## config.mk

```make
export PLATFORM = sky130hd
export DESIGN_NAME = tx_system_clock_sync_select
export DESIGN_NICKNAME = d
export VERILOG_FILES = /design/src/pkg/txsync_pkg.sv /design/src/pkg/frame_cnt_if.sv /design/src/edge_sync.sv /design/src/frame_counter.sv /design/src/tx_system_clock_sync_select.sv
export SDC_FILE = /design/constraint.sdc
export NUM_CORES = 1
export LEC_CHECK = 0
export BUFFER_PORTS_ARGS = -buffer_cell sky130_fd_sc_hd__buf_4
export CAP_MARGIN = 10
export CELL_PAD_IN_SITES_DETAIL_PLACEMENT = 1
export CELL_PAD_IN_SITES_GLOBAL_PLACEMENT = 2
export CORE_ASPECT_RATIO = 0.7
export CORE_MARGIN = 2
export CORE_UTILIZATION = 35
export CTS_CLUSTER_DIAMETER = 80
export CTS_CLUSTER_SIZE = 30
export DETAILED_ROUTE_END_ITERATION = 10
export PLACE_DENSITY_LB_ADDON = 0.05
export SLEW_MARGIN = 20
export SYNTH_ARGS = -nofsm -noshare
export SYNTH_HDL_FRONTEND = slang
export SYNTH_SLANG_ARGS = --single-unit
export TNS_END_PERCENT = 1
```

## constraint.sdc

```tcl
create_clock -name hclk -period 5.1 [get_ports hclk]
set_input_delay 1.02 -clock hclk [delete_from_list [all_inputs] [get_ports hclk]]
set_output_delay 1.02 -clock hclk [all_outputs]
set_load 0.005 [all_outputs]
```

## src/pkg/txsync_pkg.sv

```systemverilog
package txsync_pkg;

  // Register byte offsets
  localparam logic [7:0] OFF_TX_CTRL   = 8'h00;
  localparam logic [7:0] OFF_GCLK_CTRL = 8'h04;
  localparam logic [7:0] OFF_STATUS    = 8'h08;
  localparam logic [7:0] OFF_INT_STAT  = 8'h0C;
  localparam logic [7:0] OFF_INT_CLR   = 8'h10;
  localparam logic [7:0] OFF_INT_EN    = 8'h14;

  // tx_ctrl field positions
  localparam int CB_ES_EN    = 0;
  localparam int CB_SRC_INT  = 1;
  localparam int CB_LEGACY   = 2;
  localparam int CB_IBO      = 3;
  localparam int CB_SYNC_OUT = 4;
  localparam int CB_MF_SEL   = 5;
  localparam int CB_DOUBLE   = 6;
  localparam int CB_T1       = 7;
  localparam int CB_SSYNC_OUT = 8;
  localparam int CB_RATE_LO  = 9;
  localparam int CTRL_W      = 12;
  localparam logic [CTRL_W-1:0] TX_CTRL_RESET = 12'h000;

  // global_clock_ctrl_reg indication select
  localparam logic [1:0] IND_ANALOG = 2'h0;
  localparam logic [1:0] IND_RX_SIGNALING_FREEZE_OUT  = 2'h1;
  localparam logic [1:0] IND_FRAMER = 2'h2;
  localparam logic [1:0] GCLK_RESET = 2'h0;

  // Interrupt bits
  localparam int INT_LINE_ALIGN = 0;
  localparam int INT_SYS_ALIGN  = 1;
  localparam int INT_RATE_ERR   = 2;
  localparam int INT_W          = 3;
  localparam logic [INT_W-1:0] INT_RESET = 3'h0;

  // System clock rates by code, and frame rate
  localparam int SYSCLK_KHZ [5] = '{1544, 2048, 4096, 8192, 16384};
  localparam logic [2:0] RATE_4096 = 3'h2;
  localparam logic [2:0] RATE_MAX  = 3'h4;
  localparam int FRAME_KHZ = 8;

  // Frame geometry
  localparam int FB_W = 11;
  localparam int MF_W = 5;
  localparam logic [FB_W-1:0] T1_BITS = 11'h0C1;
  localparam logic [FB_W-1:0] E1_BITS = 11'h100;
  localparam logic [MF_W-1:0] T1_MF_FRAMES = 5'h18;
  localparam logic [MF_W-1:0] E1_MF_FRAMES = 5'h10;
  localparam logic [MF_W-1:0] SIG_PERIOD = 5'h06;

  typedef enum logic [1:0] {SP_IDLE, SP_ONE, SP_TWO} sync_pulse_t;

  function automatic logic [FB_W-1:0] bits_per_frame(logic [2:0] code);
    logic [2:0] c;
    c = (code > RATE_MAX) ? RATE_MAX : code;
    return FB_W'(SYSCLK_KHZ[c] / FRAME_KHZ);
  endfunction

endpackage

```

## src/pkg/frame_cnt_if.sv

```systemverilog
`timescale 1ns/1ns
`default_nettype none
interface frame_cnt_if;
  logic        tick;
  logic        align;
  logic [10:0] frame_bits;
  logic [4:0]  mf_frames;
  logic        at_frame;
  logic        at_mf;
  logic        at_sig;
  modport counter (input tick, align, frame_bits, mf_frames,
                   output at_frame, at_mf, at_sig);
  modport user (output tick, align, frame_bits, mf_frames,
                input at_frame, at_mf, at_sig);
endinterface
`default_nettype wire

```

## src/edge_sync.sv

```systemverilog
`timescale 1ns/1ns
`default_nettype none
module edge_sync (
  input  wire logic clk,
  input  wire logic rst_n,
  input  wire logic d,
  output logic      q,
  output logic      rise,
  output logic      fall
);
  logic s1;
  logic s2;
  logic s3;

  always_ff @(posedge clk or negedge rst_n) begin
    if (!rst_n) begin
      s1 <= 1'h0;
      s2 <= 1'h0;
      s3 <= 1'h0;
    end else begin
      s1 <= d;
      s2 <= s1;
      s3 <= s2;
    end
  end

  assign q    = s2;
  assign rise = s2 & ~s3;
  assign fall = ~s2 & s3;
endmodule
`default_nettype wire

```

## src/frame_counter.sv

```systemverilog
`timescale 1ns/1ns
`default_nettype none
module frame_counter
  import txsync_pkg::*;
(
  input wire logic    clk,
  input wire logic    rst_n,
  frame_cnt_if.counter fc
);
  logic [FB_W-1:0] bit_cnt;
  logic [MF_W-1:0] frm_cnt;
  // Shrinking frame length must not let the count run on to wraparound
  wire last_bit = (bit_cnt >= fc.frame_bits - 11'h001);
  wire last_frm = (frm_cnt == fc.mf_frames - 5'h01);

  always_ff @(posedge clk or negedge rst_n) begin
    if (!rst_n) begin
      bit_cnt <= 11'h000;
      frm_cnt <= 5'h00;
    end else if (fc.tick) begin
      if (fc.align) begin
        bit_cnt <= 11'h000;
        frm_cnt <= 5'h00;
      end else if (last_bit) begin
        bit_cnt <= 11'h000;
        frm_cnt <= last_frm ? 5'h00 : frm_cnt + 5'h01;
      end else begin
        bit_cnt <= bit_cnt + 11'h001;
      end
    end
  end

  assign fc.at_frame = (bit_cnt == 11'h000);
  assign fc.at_mf    = fc.at_frame && (frm_cnt == 5'h00);
  // Every sixth frame carries signaling in T1
  assign fc.at_sig = (frm_cnt % SIG_PERIOD) == SIG_PERIOD - 5'h01;

  a_align_zero: assert property (@(posedge clk) disable iff (!rst_n)
    fc.tick && fc.align |=> bit_cnt == 11'h000 && frm_cnt == 5'h00)
    else $error("frame counter not realigned");
endmodule
`default_nettype wire

```

## src/tx_system_clock_sync_select.sv

```systemverilog
// Contract
// - Internal source takes line clock from recovered clock
// - System clock used only with elastic store
// - Interleaved mode needs system clock 4.096MHz or above
// - Legacy mode: port 1 system clock serves all
// - Shared pins show selected loss or freeze indication
// - Shared pin outputs enabled only in legacy mode
// - Analog loss from front end, framer loss per port
// - Input line sync aligns transmit frame boundary
// - Output line sync marks frame or multiframe
// - T1 frame pulse may widen at signaling frames
// - Line sync timed to transmit line clock
// - Elastic store uses system sync instead of line
// - System sync timed to system clock
// - System sync output: 8kHz on backplane clock
// - Serial data sampled on falling governing clock
`timescale 1ns/1ns
`default_nettype none
module tx_system_clock_sync_select
  import txsync_pkg::*;
(
  input  wire logic        hclk,
  input  wire logic        hresetn,
  input  wire logic        hsel,
  input  wire logic [31:0] haddr,
  input  wire logic [1:0]  htrans,
  input  wire logic        hwrite,
  input  wire logic [2:0]  hsize,
  input  wire logic [31:0] hwdata,
  input  wire logic        hready,
  output logic [31:0]      hrdata,
  output logic             hreadyout,
  output logic             hresp,
  input  wire logic        transmit_line_clock,
  input  wire logic        recovered_rx_clock,
  input  wire logic        transmit_system_clock_p1,
  input  wire logic        transmit_system_clock,
  input  wire logic        backplane_clock_out,
  input  wire logic        transmit_serial_in,
  input  wire logic        transmit_frame_sync_i,
  output logic             transmit_frame_sync_o,
  output logic             transmit_frame_sync_oe_n,
  input  wire logic        transmit_system_sync_io_i,
  output logic             transmit_system_sync_io_o,
  output logic             transmit_system_sync_io_oe_n,
  input  wire logic [6:0]  analog_loss_out,
  input  wire logic [6:0]  rx_signaling_freeze_out,
  input  wire logic [6:0]  framer_loss_out,
  output logic [6:0]       alt_indication_o,
  output logic [6:0]       alt_indication_oe_n,
  output logic             serial_data,
  output logic             serial_strobe,
  output logic             frame_boundary,
  output logic             irq
);
  logic [CTRL_W-1:0] tx_ctrl;
  logic [1:0]        gclk_ctrl;
  logic [INT_W-1:0]  int_stat;
  logic [INT_W-1:0]  int_en;
  logic              wr_pend;
  logic [7:0]        wr_addr;
  logic              line_pend;
  logic              line_prev;
  logic              sys_pend;
  logic              sys_prev;
  logic              rate_bad_q;
  logic [FB_W-1:0]   bp_cnt;
  logic              sso;
  sync_pulse_t       sp_state;
  sync_pulse_t       next_sp_state;

  // Synchronised pins
  logic tl_q, tl_rise, tl_fall;
  logic rx_q, rx_rise, rx_fall;
  logic s1_q, s1_rise, s1_fall;
  logic so_q, so_rise, so_fall;
  logic bp_q, bp_rise, bp_fall;
  logic ser_q, lsy_q, ssy_q;

  edge_sync u_tl (.clk(hclk), .rst_n(hresetn), .d(transmit_line_clock),
    .q(tl_q), .rise(tl_rise), .fall(tl_fall));
  edge_sync u_rx (.clk(hclk), .rst_n(hresetn), .d(recovered_rx_clock),
    .q(rx_q), .rise(rx_rise), .fall(rx_fall));
  edge_sync u_s1 (.clk(hclk), .rst_n(hresetn),
    .d(transmit_system_clock_p1), .q(s1_q), .rise(s1_rise),
    .fall(s1_fall));
  edge_sync u_so (.clk(hclk), .rst_n(hresetn), .d(transmit_system_clock),
    .q(so_q), .rise(so_rise), .fall(so_fall));
  edge_sync u_bp (.clk(hclk), .rst_n(hresetn), .d(backplane_clock_out),
    .q(bp_q), .rise(bp_rise), .fall(bp_fall));
  edge_sync u_ser (.clk(hclk), .rst_n(hresetn), .d(transmit_serial_in),
    .q(ser_q), .rise(), .fall());
  edge_sync u_lsy (.clk(hclk), .rst_n(hresetn), .d(transmit_frame_sync_i),
    .q(lsy_q), .rise(), .fall());
  edge_sync u_ssy (.clk(hclk), .rst_n(hresetn),
    .d(transmit_system_sync_io_i), .q(ssy_q), .rise(), .fall());

  // Control fields
  wire       es_en    = tx_ctrl[CB_ES_EN];
  wire       src_int  = tx_ctrl[CB_SRC_INT];
  wire       legacy   = tx_ctrl[CB_LEGACY];
  wire       interleaved_bus_mode      = tx_ctrl[CB_IBO];
  wire       sync_out = tx_ctrl[CB_SYNC_OUT];
  wire       mf_sel   = tx_ctrl[CB_MF_SEL];
  wire       dbl_en   = tx_ctrl[CB_DOUBLE];
  wire       t1_mode  = tx_ctrl[CB_T1];
  wire       ssy_out  = tx_ctrl[CB_SSYNC_OUT];
  wire [2:0] rate     = tx_ctrl[CB_RATE_LO +: 3];

  // Clock selection
  wire line_rise = src_int ? rx_rise : tl_rise;
  wire line_fall = src_int ? rx_fall : tl_fall;
  wire line_lvl  = src_int ? rx_q : tl_q;
  // Pin is ignored without the elastic store, as it should sit low
  wire sclk_rise = es_en & (legacy ? s1_rise : so_rise);
  wire sclk_fall = es_en & (legacy ? s1_fall : so_fall);
  wire sclk_lvl  = legacy ? s1_q : so_q;
  wire data_fall = es_en ? sclk_fall : line_fall;
  // Slower codes cannot share one stream; lock assumed from outside
  wire rate_bad  = interleaved_bus_mode && (rate < RATE_4096);

  // Sync inputs sampled on governing rising edge
  wire line_in_ok = !sync_out && !es_en;
  wire sys_in_ok  = !ssy_out && es_en;
  // Armed pulse dropped if the sync output setting changes before it lands, or a line pulse if the elastic store turns on; store off holds a system pulse
  wire line_align = line_rise && line_pend && line_in_ok;
  wire sys_align  = sclk_rise && sys_pend && sys_in_ok;

  frame_cnt_if lf ();
  frame_cnt_if sf ();
  assign lf.tick       = line_rise;
  assign lf.align      = line_align;
  assign lf.frame_bits = t1_mode ? T1_BITS : E1_BITS;
  assign lf.mf_frames  = t1_mode ? T1_MF_FRAMES : E1_MF_FRAMES;
  assign sf.tick       = sclk_rise;
  assign sf.align      = sys_align;
  assign sf.frame_bits = bits_per_frame(rate);
  assign sf.mf_frames  = lf.mf_frames;

  frame_counter u_lfc (.clk(hclk), .rst_n(hresetn), .fc(lf.counter));
  frame_counter u_sfc (.clk(hclk), .rst_n(hresetn), .fc(sf.counter));

  always_ff @(posedge hclk or negedge hresetn) begin
    if (!hresetn) begin
      line_pend <= 1'h0;
      line_prev <= 1'h0;
    end else if (line_rise) begin
      line_prev <= lsy_q;
      line_pend <= line_in_ok && lsy_q && !line_prev;
    end
  end

  always_ff @(posedge hclk or negedge hresetn) begin
    if (!hresetn) begin
      sys_pend <= 1'h0;
      sys_prev <= 1'h0;
    end else if (sclk_rise) begin
      sys_prev <= ssy_q;
      sys_pend <= sys_in_ok && ssy_q && !sys_prev;
    end
  end

  // Line sync output pulse
  wire sp_start = sync_out && line_rise && (mf_sel ? lf.at_mf : lf.at_frame);
  wire sp_wide  = t1_mode && dbl_en && !mf_sel && lf.at_sig;

  always_comb begin
    next_sp_state = sp_state;
    if (!sync_out) begin
      next_sp_state = SP_IDLE;
    end else if (sp_start) begin
      next_sp_state = sp_wide ? SP_TWO : SP_ONE;
    end else if (line_rise) begin
      case (sp_state)
        SP_TWO:  next_sp_state = SP_ONE;
        SP_ONE:  next_sp_state = SP_IDLE;
        default: next_sp_state = SP_IDLE;
      endcase
    end
  end

  always_ff @(posedge hclk or negedge hresetn) begin
    if (!hresetn) begin
      sp_state <= SP_IDLE;
    end else begin
      sp_state <= next_sp_state;
    end
  end

  assign transmit_frame_sync_o    = (sp_state != SP_IDLE);
  assign transmit_frame_sync_oe_n = !sync_out;

  // System sync output on the backplane clock
  wire ssy_drive = ssy_out && es_en;
  wire bp_last   = (bp_cnt >= sf.frame_bits - 11'h001);

  always_ff @(posedge hclk or negedge hresetn) begin
    if (!hresetn) begin
      bp_cnt <= 11'h000;
      sso    <= 1'h0;
    end else if (!ssy_drive) begin
      bp_cnt <= 11'h000;
      sso    <= 1'h0;
    end else if (bp_rise) begin
      bp_cnt <= bp_last ? 11'h000 : bp_cnt + 11'h001;
      sso    <= bp_last;
    end
  end

  assign transmit_system_sync_io_o    = sso;
  assign transmit_system_sync_io_oe_n = !ssy_drive;

  // Shared indication pins
  wire [6:0] ind_sel = (gclk_ctrl == IND_RX_SIGNALING_FREEZE_OUT)  ? rx_signaling_freeze_out :
                       (gclk_ctrl == IND_FRAMER) ? framer_loss_out :
                       analog_loss_out;

  always_ff @(posedge hclk or negedge hresetn) begin
    if (!hresetn) begin
      alt_indication_o <= 7'h00;
    end else begin
      alt_indication_o <= legacy ? ind_sel : 7'h00;
    end
  end

  assign alt_indication_oe_n = {7{!legacy}};

  // Serial data capture
  always_ff @(posedge hclk or negedge hresetn) begin
    if (!hresetn) begin
      serial_data    <= 1'h0;
      serial_strobe  <= 1'h0;
      frame_boundary <= 1'h0;
    end else begin
      serial_strobe  <= data_fall;
      frame_boundary <= es_en ? (sclk_rise && sf.at_frame)
                              : (line_rise && lf.at_frame);
      if (data_fall) begin
        serial_data <= ser_q;
      end
    end
  end

  // AHB-Lite slave, zero wait states
  wire        addr_ok = hsel && hready && htrans[1];
  wire [7:0]  a       = haddr[7:0];
  wire        wr_ctrl = wr_pend && (wr_addr == OFF_TX_CTRL);
  wire        wr_gclk = wr_pend && (wr_addr == OFF_GCLK_CTRL);
  wire        wr_clr  = wr_pend && (wr_addr == OFF_INT_CLR);
  wire        wr_en   = wr_pend && (wr_addr == OFF_INT_EN);
  wire [31:0] status  = {28'h0000000, sclk_lvl, line_lvl, rate_bad,
                         transmit_frame_sync_o};
  wire [31:0] rd_mux  =
    (a == OFF_TX_CTRL)   ? {20'h00000, tx_ctrl} :
    (a == OFF_GCLK_CTRL) ? {30'h00000000, gclk_ctrl} :
    (a == OFF_STATUS)    ? status :
    (a == OFF_INT_STAT)  ? {29'h00000000, int_stat} :
    (a == OFF_INT_EN)    ? {29'h00000000, int_en} : 32'h00000000;

  // Events: set beats clear in the same cycle
  wire [INT_W-1:0] ev  = {rate_bad && !rate_bad_q, sys_align, line_align};
  wire [INT_W-1:0] clr = wr_clr ? hwdata[INT_W-1:0] : 3'h0;

  always_ff @(posedge hclk or negedge hresetn) begin
    if (!hresetn) begin
      wr_pend <= 1'h0;
      wr_addr <= 8'h00;
      hrdata  <= 32'h00000000;
    end else begin
      wr_pend <= addr_ok && hwrite;
      if (addr_ok) begin
        wr_addr <= a;
        hrdata  <= hwrite ? 32'h00000000 : rd_mux;
      end
    end
  end

  always_ff @(posedge hclk or negedge hresetn) begin
    if (!hresetn) begin
      tx_ctrl    <= TX_CTRL_RESET;
      gclk_ctrl  <= GCLK_RESET;
      int_en     <= INT_RESET;
      int_stat   <= INT_RESET;
      rate_bad_q <= 1'h0;
    end else begin
      if (wr_ctrl) tx_ctrl <= hwdata[CTRL_W-1:0];
      if (wr_gclk) gclk_ctrl <= hwdata[1:0];
      if (wr_en) int_en <= hwdata[INT_W-1:0];
      int_stat   <= (int_stat & ~clr) | ev;
      rate_bad_q <= rate_bad;
    end
  end

  assign irq       = |(int_stat & int_en);
  assign hreadyout = 1'h1;
  assign hresp     = 1'h0;

  a_clk_source: assert property (@(posedge hclk) disable iff (!hresetn)
    src_int && tl_rise && !rx_rise |-> !line_rise)
    else $error("line clock taken from wrong source");
  a_sysclk_gate: assert property (@(posedge hclk) disable iff (!hresetn)
    !es_en |-> !sclk_rise && !sys_align)
    else $error("system clock used without elastic store");
  a_rate_flag: assert property (@(posedge hclk) disable iff (!hresetn)
    $rose(rate_bad) |=> int_stat[INT_RATE_ERR])
    else $error("slow system clock in interleaved mode not flagged");
  a_alt_select: assert property (@(posedge hclk) disable iff (!hresetn)
    legacy && gclk_ctrl == IND_FRAMER |=>
      alt_indication_o == $past(framer_loss_out) || $changed(gclk_ctrl))
    else $error("framer loss not routed to shared pins");
  a_alt_enable: assert property (@(posedge hclk) disable iff (!hresetn)
    !legacy |-> alt_indication_oe_n == 7'h7F && alt_indication_o == 7'h00 ||
      $past(legacy))
    else $error("shared pins driven outside legacy mode");
  a_es_line_ignore: assert property (@(posedge hclk) disable iff (!hresetn)
    es_en && !$past(line_in_ok) |-> !line_align)
    else $error("line sync used with elastic store");
  a_sso_drive: assert property (@(posedge hclk) disable iff (!hresetn)
    transmit_system_sync_io_o |-> $past(ssy_drive))
    else $error("system sync pulse without enable");
  a_strobe_edge: assert property (@(posedge hclk) disable iff (!hresetn)
    serial_strobe |-> $past(data_fall) && serial_data == $past(ser_q))
    else $error("serial data not captured on falling edge");
  a_line_event: assert property (@(posedge hclk) disable iff (!hresetn)
    line_align |=> int_stat[INT_LINE_ALIGN])
    else $error("line realign event lost");
  a_wide_pulse: assert property (@(posedge hclk) disable iff (!hresetn)
    sp_start && sp_wide |=> sp_state == SP_TWO)
    else $error("double wide sync pulse not started");
endmodule
`default_nettype wire

```

==> metrics <==
cts hold-fix bufs 0; vias per cell around 5.3; Slew Limit Fails 0; CTS tree done; drt wl/cell 17.8 µm; initial antenna violation count 0; Pleak around 3.6 nW; total CTS buffers 17; first-pass GRT wire length 27000 µm; Seq cells post-synth 118; Post-Syn Area between 6000 and 7000 µm²; CTS Buffer Depth 2; Post-synth ARST share 1.00; fillers around 1900; post-layout util 0.441; Hold WC Path Type register to register; H-tree Lvls 4; vias in the first global route 5073; clk root buf clkbuf_16; Die Wd 164 µm; fin crit period 3.13 ns; area delta synth->final 21.8%; largest net degree at the start of global routing 60; Die H 116 µm; Most used DFF post-synth dfrtp_1; layout cells sized above 1 0.218; clock skew 0.00680 ns; dpl ws slightly below 2 ns; FP Rows 40; VDD IR-drop max 176 µV; clk_lat worst skew roughly 0.42 ns; Slew HR 0.383; fmax 319 MHz; Yosys warnings 0; largest area contributor in the netlist dfrtp_1; Final WS setup 1.97 ns; top post-synthesis cells by area dfrtp_1 47%, ha_1 6.8%, mux2_2 3.8%; post-CTS sizing 0; clock-pin slew on the worst setup and hold paths 0.06 ns; Register Area 2950 µm²; PortBufs 88; First-pass DRT Iterations 4; EDFF count, synth 0; routed vias 4975; # IOs 159; DRT antenna net count 0; drc violations 0; Commonest cells post-synth 118 x dfrtp_1, 58 x nand2_1, 38 x o21ai_0; GPL Wtd Cong 0.775; Worst Path Arrival 3.46 ns; Final setup violation count 0; crit start category register; # diodes 0; status complete, no violations; Tot Pwr 2.73 mW; crit path max fanout 10; fin crit share 0.614; Final Hold Viols 0; Worst-Margin Slew 0.924 ns; HPWL after DPL 12300 µm; Avg Cell Area, Syn roughly 10 µm²; clk sinks around 120; GRT Overall Usage 0.184; Crit Path Class register to register; final setup TNS 0 ns; Die Outline Area 19100 µm²; Initial Util 0.362; max-cap check violation count 0; Critical Path RT 5.43 ns; final WL 16800 µm; Nets 839; post-synthesis sequential area ratio 0.469; Worst setup EP type register; RSZ-0062 raised after global routing false; Post-CTS Setup Bufs 0; Synth Instances roughly 620; core area 17400 µm²; 1st-iter DRT viols slightly below 200; count leader, synth dfrtp_1; Cell Pwr Density 357 nW/µm²; total grt overflow 0; multi-input logic area about 3000 µm²; top-area cell type share of the netlist area 0.469; distinct cell type count after synthesis 68
-- per-stage QoR --
step                      instances  hold WS (ns)  cell area (µm²)
after global placement          914         0.332             7050
final                           946         0.347             7660
after global routing            946         0.360             7660
after detailed placement        914         0.342             7050
after CTS                       946         0.349             7650
after floorplan                 638         0.331             6360
-- critical path, stage by stage, from the launching register on --
cell and delay [ns]:
dfrtp_1 0.41, or3_1 0.46, inv_1 0.34, ha_1 0.33
a21o_1 0.16, a21oi_1 0.13, o21ai_0 0.17, a41oi_1 0.71
a21oi_1 0.14, mux2i_1 0.19
-- layer usage --
metal	wire length (µm)	global-route usage	share of wire	up-vias
met3	975	0.0483	0.058	21
met4	214	0.0579	0.013	0
li1	-	-	-	2372
met5	0	0	0	-
met2	7110	0.272	0.42	124
met1	8520	0.263	0.51	2458
-- report_power, final --
group	switching (mW)	leakage [nW]	internal, mW	total [mW]
combinational	0.200	1.78	0.193	0.393
sequential	0.0947	1.51	1.02	1.11
clock	0.447	0.286	0.780	1.23
-- flip-flops by register name, summed over array words and instances (netlist names), 2 cells and up --
register          cells
int_en                3
gclk_ctrl             2
u_lfc.frm_cnt         5
bp_cnt               11
u_sfc.bit_cnt        11
int_stat              3
u_lfc.bit_cnt        11
alt_indication_o      7
sp_state              2
tx_ctrl              12
hrdata               12
wr_addr               8
-- worst paths after layout --
path,start,end,depth (start not counted),slack (ns)
worst max-delay path,tx_ctrl[10],bp_cnt[6],9,1.97
worst min-delay path,u_lsy.s1,u_lsy.q,0,0.35
worst max register to register,tx_ctrl[10],bp_cnt[6],9,1.97
worst min register to register,u_lsy.s1,u_lsy.q,0,0.35
max in group asynchronous,hresetn,bp_cnt[9],2,3.50
min in group asynchronous,hresetn,alt_indication_o[0],1,0.69
-- cell usage in the layout (no fill, tap or decap), drive strengths merged, types with 3 or more instances in the layout --
cell      synthesis  layout
a31oi            11      11
clkinv            1       7
o211ai            3       3
nand4             3       3
nor3             13      13
o41ai             3       3
conb              2      22
inv              26      26
clkinvlp          0       3
dfrtp           118     118
a211oi           15      15
ha               34      34
a21oi            25      25
a22o             15      15
xnor2             4       4
nor3b             6       6
or4               3       3
nand2            58      58
nand3            28      28
o21ai            41      41
nor2b            14      14
a41oi             4       4
xor2              4       4
bufinv            0       3
clkbuf           15      20
nor4              4       4
and3              7       7
buf              33      93
mux2             23      23
nor2             27      27
mux2i            11      11
or3               9       9
nand2b           13      13
o31ai             4       4
a21o             10      10
-- cell families after synthesis --
logic type,synth area share
compound gates,0.163
xor+xnor,0.0111
fa+ha+maj,0.0676
buf+inv,0.0635
flops,0.469
mux,0.0587
other cells,0.00119
simple gates,0.166
-- final cells by class --
class / count / area share
clock buffers: 20 / 0.0583
clock inverters: 12 / 0.0201
inverters: 27 / 0.0132
multi-input cells: 445 / 0.394
flip-flops and latches: 118 / 0.385
well taps: 231 / 0.0377
repair buffers: 93 / 0.0911
(Power assumes the default switching activity.)
